### src/pefs_defs.vh
/*
  constants for the port e low pin function select block:
  register offset, field positions, reset values, pin types.
  assumes inclusion by bare name from the block's design files.
*/
`ifndef PEFS_DEFS_VH
`define PEFS_DEFS_VH

// ----------------------------------------------------------------
// register map
// ----------------------------------------------------------------
`define PEFS_CTRL_OFFSET   12'h000
`define PEFS_ADDR_W        12

// ----------------------------------------------------------------
// field positions of the function select bits
// ----------------------------------------------------------------
`define PEFS_PIN7_SEL_BIT  14
`define PEFS_PIN6_SEL_BIT  12
`define PEFS_PIN5_SEL_BIT  10
`define PEFS_PIN4_SEL_BIT  8
`define PEFS_PIN3_SEL_BIT  6
`define PEFS_PIN2_SEL_BIT  4
`define PEFS_PIN1_SEL_BIT  2
`define PEFS_PIN0_SEL_BIT  0

// ----------------------------------------------------------------
// writable bits and reset values
// ----------------------------------------------------------------
`define PEFS_CTRL_WMASK    16'h5555
`define PEFS_CTRL_RST_NORM 16'h0040
`define PEFS_CTRL_RST_HIF  16'h5555

// ----------------------------------------------------------------
// pins whose host function is an output of the device
// ----------------------------------------------------------------
`define PEFS_HIF_OUT_PINS  8'h16

// ----------------------------------------------------------------
// axi responses
// ----------------------------------------------------------------
`define PEFS_RESP_OKAY     2'b00
`define PEFS_RESP_SLVERR   2'b10

`endif

### src/pefs_pin_cell.v
/*
  one pin of the function select: routes a pad to the general port
  or to a host interface signal, all outputs registered.
  assumes pad input synchronous to aclk and a synchronous reset.
*/
`timescale 1ns/10ps

module pefs_pin_cell #(
  parameter HIF_IS_OUT = 0          // host function drives the pad
) (
  // clock and reset
  input  wire aclk,
  input  wire aresetn,
  // function select
  input  wire sel_host,
  // pad side
  input  wire pad_in,
  output reg  pad_out_q,
  output reg  pad_oe_q,
  // general port side
  input  wire gp_out,
  input  wire gp_oe,
  output reg  gp_in_q,
  // host interface side
  input  wire hif_out,
  output reg  hif_in_q
);

  // ----------------------------------------------------------------
  // next values of the pin outputs
  // ----------------------------------------------------------------
  reg pad_out_d;                     // value toward the pad
  reg pad_oe_d;                      // pad drive enable
  reg gp_in_d;                       // pad level seen by the port
  reg hif_in_d;                      // pad level seen by host logic

  // steer the pad by the select bit
  always @* begin
    pad_out_d = 1'b0;
    pad_oe_d  = 1'b0;
    gp_in_d   = 1'b0;
    hif_in_d  = 1'b0;
    if (!sel_host) begin
      // general port owns the pin
      pad_out_d = gp_out;
      pad_oe_d  = gp_oe;
      gp_in_d   = pad_in;
    end else if (HIF_IS_OUT != 0) begin
      // host output drives the pin
      pad_out_d = hif_out;
      pad_oe_d  = 1'b1;
    end else begin
      // host input listens to the pin
      hif_in_d  = pad_in;
    end
  end

  // register all outputs, released pad during reset
  always @(posedge aclk) begin
    if (!aresetn) begin
      pad_out_q <= 1'b0;
      pad_oe_q  <= 1'b0;
      gp_in_q   <= 1'b0;
      hif_in_q  <= 1'b0;
    end else begin
      pad_out_q <= pad_out_d;
      pad_oe_q  <= pad_oe_d;
      gp_in_q   <= gp_in_d;
      hif_in_q  <= hif_in_d;
    end
  end

endmodule

### src/pefs_top.v
/*
  port e low pin function select: one 16-bit control register on an
  axi4-lite slave, one function select bit per pin, eight pin cells.
  assumes a single clock, synchronous active-low reset, and a boot
  mode level that is stable while reset is asserted.

// Operation
// - bit14 routes pin7 to host register select
// - bit12 routes pin6 to host write strobe
// - bit10 routes pin5 to host read strobe
// - bit8 drives pin4 as host interrupt
// - bit6 routes pin3 to host mode, resets 1
// - bit4 drives pin2 as host dma request
// - bit2 drives pin1 as host ready
// - bit0 routes pin0 to host enable
// - odd bits read zero, written zero
*/
// Decided for this implementation: the address map and the AXI4-Lite slave port.
`timescale 1ns/10ps
`include "pefs_defs.vh"

module pefs_top (
  // clock and reset
  input  wire        aclk,
  input  wire        aresetn,
  // boot mode strap, high in host interface boot
  input  wire        hif_boot_mode,
  // axi4-lite write address
  input  wire [11:0] s_axi_awaddr,
  input  wire        s_axi_awvalid,
  output wire        s_axi_awready,
  // axi4-lite write data
  input  wire [31:0] s_axi_wdata,
  input  wire [3:0]  s_axi_wstrb,
  input  wire        s_axi_wvalid,
  output wire        s_axi_wready,
  // axi4-lite write response
  output wire [1:0]  s_axi_bresp,
  output wire        s_axi_bvalid,
  input  wire        s_axi_bready,
  // axi4-lite read address
  input  wire [11:0] s_axi_araddr,
  input  wire        s_axi_arvalid,
  output wire        s_axi_arready,
  // axi4-lite read data
  output wire [31:0] s_axi_rdata,
  output wire [1:0]  s_axi_rresp,
  output wire        s_axi_rvalid,
  input  wire        s_axi_rready,
  // pads
  input  wire [7:0]  pad_in,
  output wire [7:0]  pad_out,
  output wire [7:0]  pad_oe,
  // general port
  input  wire [7:0]  gp_out,
  input  wire [7:0]  gp_oe,
  output wire [7:0]  gp_in,
  // host interface inputs, taken from the pads
  output wire        host_reg_select_in,
  output wire        host_write_strobe_in,
  output wire        host_read_strobe_in,
  output wire        host_mode_in,
  output wire        host_enable_in,
  // host interface outputs, driven onto the pads
  input  wire        host_interrupt_out,
  input  wire        host_dma_request_out,
  input  wire        host_ready_out
);

  // ----------------------------------------------------------------
  // state
  // ----------------------------------------------------------------
  reg  [15:0] ctrl_q;                // port_e_low_function_control
  reg  [15:0] ctrl_d;
  // write side holding registers
  reg         aw_got_q;              // write address held
  reg         aw_got_d;
  reg         w_got_q;               // write data held
  reg         w_got_d;
  reg  [11:0] awaddr_q;              // held write address
  reg  [11:0] awaddr_d;
  reg  [31:0] wdata_q;               // held write data
  reg  [31:0] wdata_d;
  reg  [3:0]  wstrb_q;               // held byte enables
  reg  [3:0]  wstrb_d;
  // handshake outputs of the write channels
  reg         awready_q;
  reg         awready_d;
  reg         wready_q;
  reg         wready_d;
  reg         bvalid_q;
  reg         bvalid_d;
  reg  [1:0]  bresp_q;
  reg  [1:0]  bresp_d;
  // read side
  reg         arready_q;
  reg         arready_d;
  reg         rvalid_q;
  reg         rvalid_d;
  reg  [31:0] rdata_q;
  reg  [31:0] rdata_d;
  reg  [1:0]  rresp_q;
  reg  [1:0]  rresp_d;

  // ----------------------------------------------------------------
  // decode helpers
  // ----------------------------------------------------------------
  wire        aw_hit;                // held write address maps ctrl
  wire        ar_hit;                // read address maps ctrl
  wire [15:0] wr_bytes;              // write mask from byte enables
  wire [15:0] wr_mask;               // bits a write may change
  wire [7:0]  pin_sel;               // one select bit per pin
  wire [7:0]  hif_in;                // host-side inputs per pin
  wire [7:0]  hif_out;               // host-side outputs per pin

  // word compare ignores the byte lane bits
  assign aw_hit   = ({awaddr_q[11:2], 2'b00} == `PEFS_CTRL_OFFSET);
  assign ar_hit   = ({s_axi_araddr[11:2], 2'b00} == `PEFS_CTRL_OFFSET);
  // byte lanes 3 and 2 carry no register bits
  assign wr_bytes = {{8{wstrb_q[1]}}, {8{wstrb_q[0]}}};
  // reserved odd bits never take a write
  assign wr_mask  = wr_bytes & `PEFS_CTRL_WMASK;

  // ----------------------------------------------------------------
  // write channel
  // ----------------------------------------------------------------
  // take address and data in either order, answer after both
  // the commit waits one cycle after both halves are held, so the
  // stored word is settled by the time bvalid rises
  always @* begin
    ctrl_d    = ctrl_q;
    aw_got_d  = aw_got_q;
    w_got_d   = w_got_q;
    awaddr_d  = awaddr_q;
    wdata_d   = wdata_q;
    wstrb_d   = wstrb_q;
    bvalid_d  = bvalid_q;
    bresp_d   = bresp_q;
    // address handshake
    if (s_axi_awvalid && awready_q) begin
      aw_got_d = 1'b1;
      awaddr_d = s_axi_awaddr;
    end
    // data handshake
    if (s_axi_wvalid && wready_q) begin
      w_got_d = 1'b1;
      wdata_d = s_axi_wdata;
      wstrb_d = s_axi_wstrb;
    end
    // both held: commit and raise the response
    if (aw_got_q && w_got_q && !bvalid_q) begin
      aw_got_d = 1'b0;
      w_got_d  = 1'b0;
      bvalid_d = 1'b1;
      if (aw_hit) begin
        ctrl_d  = (ctrl_q & ~wr_mask) | (wdata_q[15:0] & wr_mask);
        bresp_d = `PEFS_RESP_OKAY;
      end else begin
        // unmapped word, nothing stored
        bresp_d = `PEFS_RESP_SLVERR;
      end
    end
    // response taken
    if (bvalid_q && s_axi_bready) begin
      bvalid_d = 1'b0;
    end
    // readiness for the next beat
    awready_d = !aw_got_d && !bvalid_d;
    wready_d  = !w_got_d && !bvalid_d;
  end

  // ----------------------------------------------------------------
  // read channel
  // ----------------------------------------------------------------
  // one read at a time, data one cycle after the address
  // arready falls with rvalid, so a second address waits until
  // the data beat has been taken
  always @* begin
    rvalid_d = rvalid_q;
    rdata_d  = rdata_q;
    rresp_d  = rresp_q;
    if (s_axi_arvalid && arready_q) begin
      rvalid_d = 1'b1;
      if (ar_hit) begin
        // reserved bits and upper half read zero
        rdata_d = {16'h0000, ctrl_q & `PEFS_CTRL_WMASK};
        rresp_d = `PEFS_RESP_OKAY;
      end else begin
        rdata_d = 32'h00000000;
        rresp_d = `PEFS_RESP_SLVERR;
      end
    end else if (rvalid_q && s_axi_rready) begin
      rvalid_d = 1'b0;
    end
    arready_d = !rvalid_d;
  end

  // ----------------------------------------------------------------
  // registers
  // ----------------------------------------------------------------
  // reset loads the defaults picked by the boot strap
  // only the control word depends on the strap, the bus side
  // always leaves reset idle
  always @(posedge aclk) begin
    if (!aresetn) begin
      if (hif_boot_mode) begin
        ctrl_q <= `PEFS_CTRL_RST_HIF;
      end else begin
        ctrl_q <= `PEFS_CTRL_RST_NORM;
      end
      aw_got_q  <= 1'b0;
      w_got_q   <= 1'b0;
      awaddr_q  <= 12'h000;
      wdata_q   <= 32'h00000000;
      wstrb_q   <= 4'h0;
      awready_q <= 1'b0;
      wready_q  <= 1'b0;
      bvalid_q  <= 1'b0;
      bresp_q   <= `PEFS_RESP_OKAY;
      arready_q <= 1'b0;
      rvalid_q  <= 1'b0;
      rdata_q   <= 32'h00000000;
      rresp_q   <= `PEFS_RESP_OKAY;
    end else begin
      ctrl_q    <= ctrl_d;
      aw_got_q  <= aw_got_d;
      w_got_q   <= w_got_d;
      awaddr_q  <= awaddr_d;
      wdata_q   <= wdata_d;
      wstrb_q   <= wstrb_d;
      awready_q <= awready_d;
      wready_q  <= wready_d;
      bvalid_q  <= bvalid_d;
      bresp_q   <= bresp_d;
      arready_q <= arready_d;
      rvalid_q  <= rvalid_d;
      rdata_q   <= rdata_d;
      rresp_q   <= rresp_d;
    end
  end

  // bus outputs straight from flip-flops
  assign s_axi_awready = awready_q;
  assign s_axi_wready  = wready_q;
  assign s_axi_bvalid  = bvalid_q;
  assign s_axi_bresp   = bresp_q;
  assign s_axi_arready = arready_q;
  assign s_axi_rvalid  = rvalid_q;
  assign s_axi_rdata   = rdata_q;
  assign s_axi_rresp   = rresp_q;

  // ----------------------------------------------------------------
  // function select fields
  // ----------------------------------------------------------------
  // one select per pin
  assign pin_sel[7] = ctrl_q[`PEFS_PIN7_SEL_BIT];
  assign pin_sel[6] = ctrl_q[`PEFS_PIN6_SEL_BIT];
  assign pin_sel[5] = ctrl_q[`PEFS_PIN5_SEL_BIT];
  assign pin_sel[4] = ctrl_q[`PEFS_PIN4_SEL_BIT];
  assign pin_sel[3] = ctrl_q[`PEFS_PIN3_SEL_BIT];
  assign pin_sel[2] = ctrl_q[`PEFS_PIN2_SEL_BIT];
  assign pin_sel[1] = ctrl_q[`PEFS_PIN1_SEL_BIT];
  assign pin_sel[0] = ctrl_q[`PEFS_PIN0_SEL_BIT];

  // host outputs placed on their pins, input pins carry zero
  // an unselected host output is simply not looked at
  assign hif_out = {3'b000, host_interrupt_out, 1'b0,
                    host_dma_request_out, host_ready_out, 1'b0};

  // ----------------------------------------------------------------
  // pin cells
  // ----------------------------------------------------------------
  // each cell registers its outputs, so a select change reaches
  // the pads one cycle after the control word moves
  genvar gi;
  generate
    for (gi = 0; gi < 8; gi = gi + 1) begin : g_pin
      // direction of the host function fixed per pin
      pefs_pin_cell #(
        .HIF_IS_OUT ((`PEFS_HIF_OUT_PINS >> gi) & 1)
      ) u_cell (
        .aclk      (aclk),
        .aresetn   (aresetn),
        .sel_host  (pin_sel[gi]),
        .pad_in    (pad_in[gi]),
        .pad_out_q (pad_out[gi]),
        .pad_oe_q  (pad_oe[gi]),
        .gp_out    (gp_out[gi]),
        .gp_oe     (gp_oe[gi]),
        .gp_in_q   (gp_in[gi]),
        .hif_out   (hif_out[gi]),
        .hif_in_q  (hif_in[gi])
      );
    end
  endgenerate

  // host inputs from the registered cell outputs
  assign host_reg_select_in   = hif_in[7];
  assign host_write_strobe_in = hif_in[6];
  assign host_read_strobe_in  = hif_in[5];
  assign host_mode_in         = hif_in[3];
  assign host_enable_in       = hif_in[0];

endmodule

### config.mk
export PLATFORM = sky130hd
export DESIGN_NAME = pefs_top
export DESIGN_NICKNAME = d
export VERILOG_FILES = /design/src/pefs_pin_cell.v /design/src/pefs_top.v
export VERILOG_INCLUDE_DIRS = /design/src
export SDC_FILE = /design/constraint.sdc
export NUM_CORES = 1
export LEC_CHECK = 0
export BUFFER_PORTS_ARGS = -buffer_cell sky130_fd_sc_hd__buf_2
export CAP_MARGIN = 10
export CORE_MARGIN = 2
export CORE_UTILIZATION = 45
export CTS_BUF_LIST = sky130_fd_sc_hd__clkbuf_16
export DETAILED_ROUTE_END_ITERATION = 6
export GPL_TIMING_DRIVEN = 0
export PLACE_DENSITY = 0.81
export SYNTH_ARGS = -nofsm -noshare
export SYNTH_HDL_FRONTEND = slang
export SYNTH_SLANG_ARGS = --single-unit
### constraint.sdc
create_clock -name aclk -period 4.1 [get_ports aclk]
set_clock_uncertainty 0.05 [all_clocks]
set_input_delay 0 -clock aclk [delete_from_list [all_inputs] [get_ports aclk]]
set_output_delay 0 -clock aclk [all_outputs]
set_load 0.01 [all_outputs]
---- Word-level counts from Yosys, hierarchy flattened ----
Index checks and enable logic that the tools add are counted.
W data, S select, Z words.
operators by class
  eq/ne operators ......................... 2
  mux-type cells .......................... 21
  bitwise logic cells ..................... 5
  reduce and logical (&&, ||, !) cells .... 30
operators by type and width
  kind                  number
  $mux W16              3
  $mux W15              2
  $logic_not A10 Y1     2
  $and A16 B15 Y16      1
  $and A16 B16 Y16      1
  $not A15 Y16          1
  $or A16 B16 Y16       1
  $reduce_or A2 Y1      8
  $mux W1               14
  $reduce_and A2 Y1     6
  $logic_and A1 B1 Y1   9
  $logic_not A1 Y1      5
  $mux W2               2
  $ne A2 B1 Y1 const B  2
  $not A1 Y1            1
word-level totals
  flip-flop bits (word level) ............. 118
  bits of input ports ..................... 95
  output and inout port bits .............. 70
  logic and storage cells ................. 101

---- Depth between registers and ports, before layout ----
Gate-level depths: netlist of run 1.
  word-level depth ........................ 6
  mapped depth ............................ 4
  gate-level depth less buffers ........... 3

---- Hierarchy ----
A second synthesis of run 1 with hierarchy kept.
unflattened totals
  cells, all modules ...................... 288
  area total of the unflattened synthesis .. 2819.0 um2
by module, submodules not included
  module                               instances  cells an instance  area an instance (um2)  seq. area each (um2)
  pefs_top                             1          218                1941.9                  980.9
  pefs_pin_cell (g_pin[0].u_cell ...)  5          8                  113.9                   80.1
  pefs_pin_cell (g_pin[1].u_cell ...)  3          10                 102.6                   60.1

---- Least setup slack after synthesis of run 1 ----
Ideal clock, no wire load.
  kind .................................... register to register
  start ................................... reg awaddr_q[11]
  end ..................................... reg (tool-made name)
  library setup time ...................... 0.361 ns
  arrival ................................. 1.094 ns
  required time ........................... 3.689 ns
  slack ................................... 2.595 ns
  stages on the path, launching flop included .. 4
  buffers on the path ..................... 0
  clock period less this slack ............ 1.505 ns
  cells stage by stage .................... dfxtp_1 -> nor4_1 -> nand4_1 -> o21ai_0
RTL lines
  element                   RTL line        text
  start: declaration        pefs_top.v:80   reg [11:0] awaddr_q;
  start signal: assignment  pefs_top.v:228  awaddr_q <= awaddr_d;

==> reports/metrics.cfg, run 1 <==
[clock_network]
clockBufferDepth = 2
cts_made_buffers = 9
post_cts_resized = 0
post_cts_buffers = 0
clock_latency_ps = 330
cts_tree = built
cts-root-buf = clkbuf_16
ctsHoldBuffers = 54
numClockSinks = 74
htree_levels = 3
cts.clk_slew.worst_paths_ps = 60

[yosys]
synth_top_area_share_pct = 44.6
ys.flop_type = dfxtp_1
syn_area_per_cell_sq_um = 9.50
synth_warnings = 0
synth_area_sq_um = 2960
synth_most_common_cell = dfxtp_1
synth-edff-count = 8
ys_types = 28
ys_seq_area_share_pct = 52.7
netlist_instances = 312
synth-seq-cells = 74
async_flop_share_pct = 0
yosys-top-cells-count = 66 x dfxtp_1, 64 x nand2_1, 50 x buf_4, 21 x a21boi_0, 18 x and2_1
synth.area.top_cells = dfxtp_1 45%, buf_4 13%, edfxtp_1 8.1%
synth_largest_area_cell = dfxtp_1

[floorplan]
die_x_um = 85.1
start_util_pct = 46.7
dieArea_sq_um = 7250
core_area_sq_um = 6350
rows = 29
die_h_um = 85.1
io_pins = 165

[grt]
grt_pass1_vias = 2590
antenna_found_initial = 0
grt_pass1_wl_um = 11700
grt_use_total_pct = 20.5
grt_max_degree = 12
gr-total-overflow = 0

[pwr]
power_mw = 1.71
ir_drop_v = 0.000321
p_leak_nw = 2.20
p_per_area_nw_per_um2 = 379

[timing]
tightest_slew_ps = 500
finalCritPeriodShare_pct = 43.4
fmax_ghz = 0.562
setup_viol = 0
finalCriticalPeriod_ps = 1780
hold_viol = 0
setup_tns_ps = 0
setup_slack_ps = 2320
worst_slew_margin_rel_pct = 66.3
drv_slew = 0
rsz0062_at_grt = false
worst_hold_slack_ps = 12.9

[drt]
dr.pass1.iters = 5
vias_per_cell = 4.42
wirelength_um = 7260
drt-initial-drc-count = 66
detail-route-antenna-nets = 0
drc = 0
vias = 2611
routedWlPerCell_um = 12.3

[worst_hold_path]
worstHoldPathType = in2reg

[setup_path]
critPathTopFamily = simple AND/OR/NAND/NOR gates
crit_path_max_incr_delay_ps = 470
worstPathRequired_ps = 4010
cp-end-kind = flop
critPathArrivalTime_ps = 1690
critPathKind = reg2reg
cp-start-kind = flop
crit_path_max_fanout = 4
cp_slowest_cell = o21ai_0
worst-path-buf-inv = 0
path_cells = nor4_1 -> nand4_1 -> o21ai_0

[final_layout]
layout-drive-gt1-share_pct = 34.6
antenna_cells = 0
synthToLayoutAreaGrowth_pct = 52.0
fin_util_pct = 70.9
nNetsFinal = 605
num-fill-cells = 470

[run_status]
outcome = complete, no violations

[placement]
place_congestion = 0.768
io_buffers = 108
place_ws_ps = 2340
place_hpwl_um = 4830

[flow_run]
max-cap-violations = 0

sequential cells by signal (all words and copies together) (netlist names), 2 cells and up, named ones only:
name / cells
awaddr_q: 10
g_pin.u_cell.gp_in_q: 8
g_pin.u_cell.pad_oe_q: 8
g_pin.u_cell.pad_out_q: 8
s_axi_rdata: 8
wdata_q: 8
g_pin.u_cell.hif_in_q: 5
wstrb_q: 2
report_power, final:
group / total (mW) / switching (mW) / internal [mW] / leakage, nW
registers: 0.786 / 0.0191 / 0.767 / 0.620
logic: 0.217 / 0.0925 / 0.125 / 1.44
clock network: 0.703 / 0.270 / 0.433 / 0.137
placed cells by master, fill, tap and decap left out, types with 5 or more instances in the layout:
cell type and count:
and3_1 5, edfxtp_1 8, buf_2 115, nand3_1 7, nand4_1 9, clkbuf_16 10, o21ai_1 8, dfxtp_1 66
nand2_1 64, conb_1 26, buf_4 50, dlygate4sd3_1 54, nor2b_1 10, nor2_1 8, a21boi_0 21, and2_1 18
worst reg2reg max path, delay by kind of cell, from the launching register on:
family	cells	cell delay [ps]
AND/OR/NAND/NOR	2	580
AO/OA/AOI/OAI	1	470
flip-flops	1	310
layer usage:
metal	routed length (um)	track usage [%]
met5	0	0
met4	133	7.07
met3	409	4.18
met2	3790	39.4
met1	2930	22.1
metrics by stage:
stage	std cells	instance area [sq um]
final	591	4500
after detailed placement	522	3690
after floorplan	337	3060
after CTS	591	4500
after global placement	522	3690
after global routing	591	4500
worst paths after layout:
kind                                                    from                      endpoint  slack (ps)  cells past startpoint
worst max register to register     awaddr_q[11]$_SDFFE_PN0P_                          flop        2320                      3
worst min-delay path                           s_axi_arvalid   s_axi_rdata[2]$_SDFFE_PN0P_          10                      4
worst min register to register  s_axi_rdata[10]$_SDFFE_PN0P_  s_axi_rdata[10]$_SDFFE_PN0P_         390                      2
worst max-delay path               awaddr_q[11]$_SDFFE_PN0P_                          flop        2320                      3
cell families after synthesis:
family,after synthesis,synth area share [%]
and+or+nand+nor,132,22.1
DFF,74,52.7
buffers and inverters,62,14.5
AOI/OAI and AO/OA,39,9.21
muxes,4,1.35
other,1,0.127
cell type report:
class / count / area, sq um / area share, %
clock buffers: 10 / 250 / 5.56
clock inverters: 5 / 20.0 / 0.444
flip-flops and latches: 74 / 1560 / 34.7
inverters: 2 / 7.51 / 0.167
plain buffers: 60 / 422 / 9.36
well taps: 77 / 96.3 / 2.14
multi-input cells: 201 / 1070 / 23.7
repair buffers: 162 / 1080 / 24.0
Power figures use the tool's default switching activity.
==> inputs of run 2 (changes only) <==
Settings changed: CORE_UTILIZATION 45 to 40, PLACE_DENSITY 0.81 to 0.76.
Clock period 4.1 ns to 1.5 ns, I/O delays scaled along.
==> run 2 against run 1 <==
- utilization is 6.6 points lower
- largest power group is now the clock network
- via count is 1.5% higher
- clock power grew to 3.1 times the previous value
- sequential share of layout area is 0.97 points lower
- die area is 12% higher
- routed wire length is 2.1% higher
- sequential cell count stayed put
==> reports/metrics.cfg, run 2 (synthesis gave the netlist of run 1 again) <==
[drt]
drc = 0  ; unchanged
vias = 2651  ; was 2611
detail-route-antenna-nets = 0  ; unchanged
vias_per_cell = 4.30  ; was 4.42
drt-initial-drc-count = 51  ; was 66
wirelength_um = 7410  ; was 7260 um
dr.pass1.iters = 4  ; was 5
routedWlPerCell_um = 12.0  ; was 12.3 um

[floorplan]
die_x_um = 90.1  ; was 85.1 um
rows = 31  ; was 29
io_pins = 165  ; unchanged
dieArea_sq_um = 8110  ; was 7250 sq um
start_util_pct = 41.1  ; was 46.7%
core_area_sq_um = 7210  ; was 6350 sq um
die_h_um = 90.1  ; was 85.1 um

[placement]
place_congestion = 0.735  ; was 0.768
io_buffers = 108  ; unchanged
placed_cells = 544  ; was 522
place_hpwl_um = 4890  ; was 4830 um

[clock_network]
cts.clk_slew.worst_paths_ps = 60  ; about the same
cts_made_buffers = 9  ; unchanged
cts-root-buf = clkbuf_16  ; unchanged
htree_levels = 3  ; unchanged
clock_latency_ps = 330  ; about the same
cts_tree = built  ; unchanged
clockBufferDepth = 2  ; unchanged
numClockSinks = 74  ; unchanged

[timing]
worst_slew_margin_rel_pct = 62.0  ; was 66.3%
tightest_slew_ps = 565  ; was 500 ps
setup_viol = 0  ; unchanged
finalCriticalPeriod_ps = 1470  ; was 1780 ps
fmax_ghz = 0.678  ; was 0.562 GHz
hold_viol = 0  ; unchanged
rsz0062_at_grt = true  ; was false
drv_slew = 0  ; unchanged
finalCritPeriodShare_pct = 98.3  ; was 43.4%

[final_layout]
antenna_cells = 0  ; unchanged
mostFrequentLayoutCell = buf_2  ; unchanged
instances_no_fill = 617  ; was 591
synthToLayoutAreaGrowth_pct = 56.7  ; was 52.0%
layout-drive-gt1-share_pct = 36.5  ; was 34.6%
final_cell_mix = 115 x buf_2, 64 x nand2_1, 64 x dfxtp_1, 56 x dlygate4sd3_1, 51 x buf_4  ; was 115 x buf_2, 66 x dfxtp_1, 64 x nand2_1, 54 x dlygate4sd3_1, 50 x buf_4
largest_reg_flops = 10  ; unchanged
nNetsFinal = 608  ; was 605
regMostFlops = awaddr_q  ; unchanged
fin_util_pct = 64.3  ; was 70.9%

[flow_run]
max-cap-violations = 0  ; unchanged

[grt]
use_met3_pct = 6.37  ; was 4.18%
gr-max-usage-layer = met2  ; unchanged
gr-total-overflow = 0  ; unchanged
grt_pass1_vias = 2606  ; was 2590
grt_max_degree = 14  ; was 12
grt_pass1_wl_um = 12200  ; was 11700 um
met1_usage_pct = 22.3  ; was 22.1%
antenna_found_initial = 0  ; unchanged
grt_use_total_pct = 18.8  ; was 20.5%
use_met2_pct = 32.2  ; was 39.4%

[pwr]
p_per_area_nw_per_um2 = 1070  ; was 379 nW/um^2
p_leak_nw = 2.24  ; was 2.20 nW
ir_drop_v = 0.000625  ; was 0.000321 V

[setup_path]
crit_path_max_fanout = 4  ; unchanged
crit_path_max_incr_delay_ps = 330  ; was 470 ps
worstPathRequired_ps = 1460  ; was 4010 ps
critPathArrivalTime_ps = 1440  ; was 1690 ps
cp-start-kind = flop  ; unchanged
worst-path-buf-inv = 0  ; unchanged
critPathTopFamily = simple AND/OR/NAND/NOR gates  ; unchanged
critPathKind = reg2reg  ; unchanged
cp-end-kind = flop  ; unchanged
path_cells = nor4_4 -> nand4_1 -> o21ai_2  ; was nor4_1 -> nand4_1 -> o21ai_0
cp_slowest_cell = dfxtp_2  ; was o21ai_0

[run_status]
outcome = complete, no violations  ; unchanged

[worst_hold_path]
worstHoldPathType = in2reg  ; unchanged

[run 2: power breakdown]
part | total, mW | leakage (nW) | internal, mW | switching [mW]
logic | 0.612 | 1.46 | 0.355 | 0.257
clock network | 2.20 | 0.156 | 1.39 | 0.811
registers | 2.15 | 0.621 | 2.09 | 0.0566
total | 4.96 | 2.24 | 3.84 | 1.12
[run 2: worst register-to-register path, delay by kind of cell, from the launching register on]
kind | cells | cell delay [ps]
simple gates | 2 | 500
flops | 1 | 330
compound gates | 1 | 280
[run 2: area by class of cell]
cell class,count,area (sq um)
clock buffer,10,250
buffer,60,422
sequential,74,1560
inverter,2,7.51
timing repair buffer,165,1110
fill,609,2570
tap,99,124
clock inverter,6,62.6
multi-input combinational,201,1100
[run 2: timing repair]
| action | 4_1_cts | 5_1_grt |
|---|---|---|
| gates cloned | 0 | 0 |
| buffers inserted | 1 | 0 |
| hold buffers | 56 | 0 |
| pin swaps | 3 | 3 |
| hold endpoints to repair | 61 | 0 |
| setup endpoints to repair | 7 | 8 |
| gates resized for setup | 6 | 3 |
[run 2: final timing paths]
kind	cells past startpoint	slack [ps]	startpoint	to
min	3	4	s_axi_araddr[8]	s_axi_rresp[1]$_SDFFE_PN0P_
max reg2reg	3	30	awaddr_q[3]$_SDFFE_PN0P_	flop
min reg2reg	2	390	s_axi_rdata[8]$_SDFFE_PN0P_	s_axi_rdata[8]$_SDFFE_PN0P_
max	3	30	awaddr_q[3]$_SDFFE_PN0P_	flop
[run 2: stage by stage]
step / total power [mW] / hold WS, ps / setup TNS [ps] / cell area [sq um] / setup slack (ps)
3_3_place_gp: 2.65 / 146 / -950 / 3720 / -170
2_1_floorplan: 2.47 / 60.2 / 0 / 3060 / 72.5
5_1_grt: 5.18 / 8.57 / -171 / 4640 / -43.1
3_5_place_dp: 2.66 / 152 / -1430 / 3720 / -240
4_1_cts: 4.99 / 9.25 / -183 / 4620 / -45.9
6_report: 4.96 / 4.15 / 0 / 4640 / 25.2
[run 2: metal layers]
layer | wire [um] | part of all wire, %
met5 | 0 | 0
met1 | 3190 | 43
met3 | 481 | 6.5
met4 | 101 | 1.4
met2 | 3640 | 49
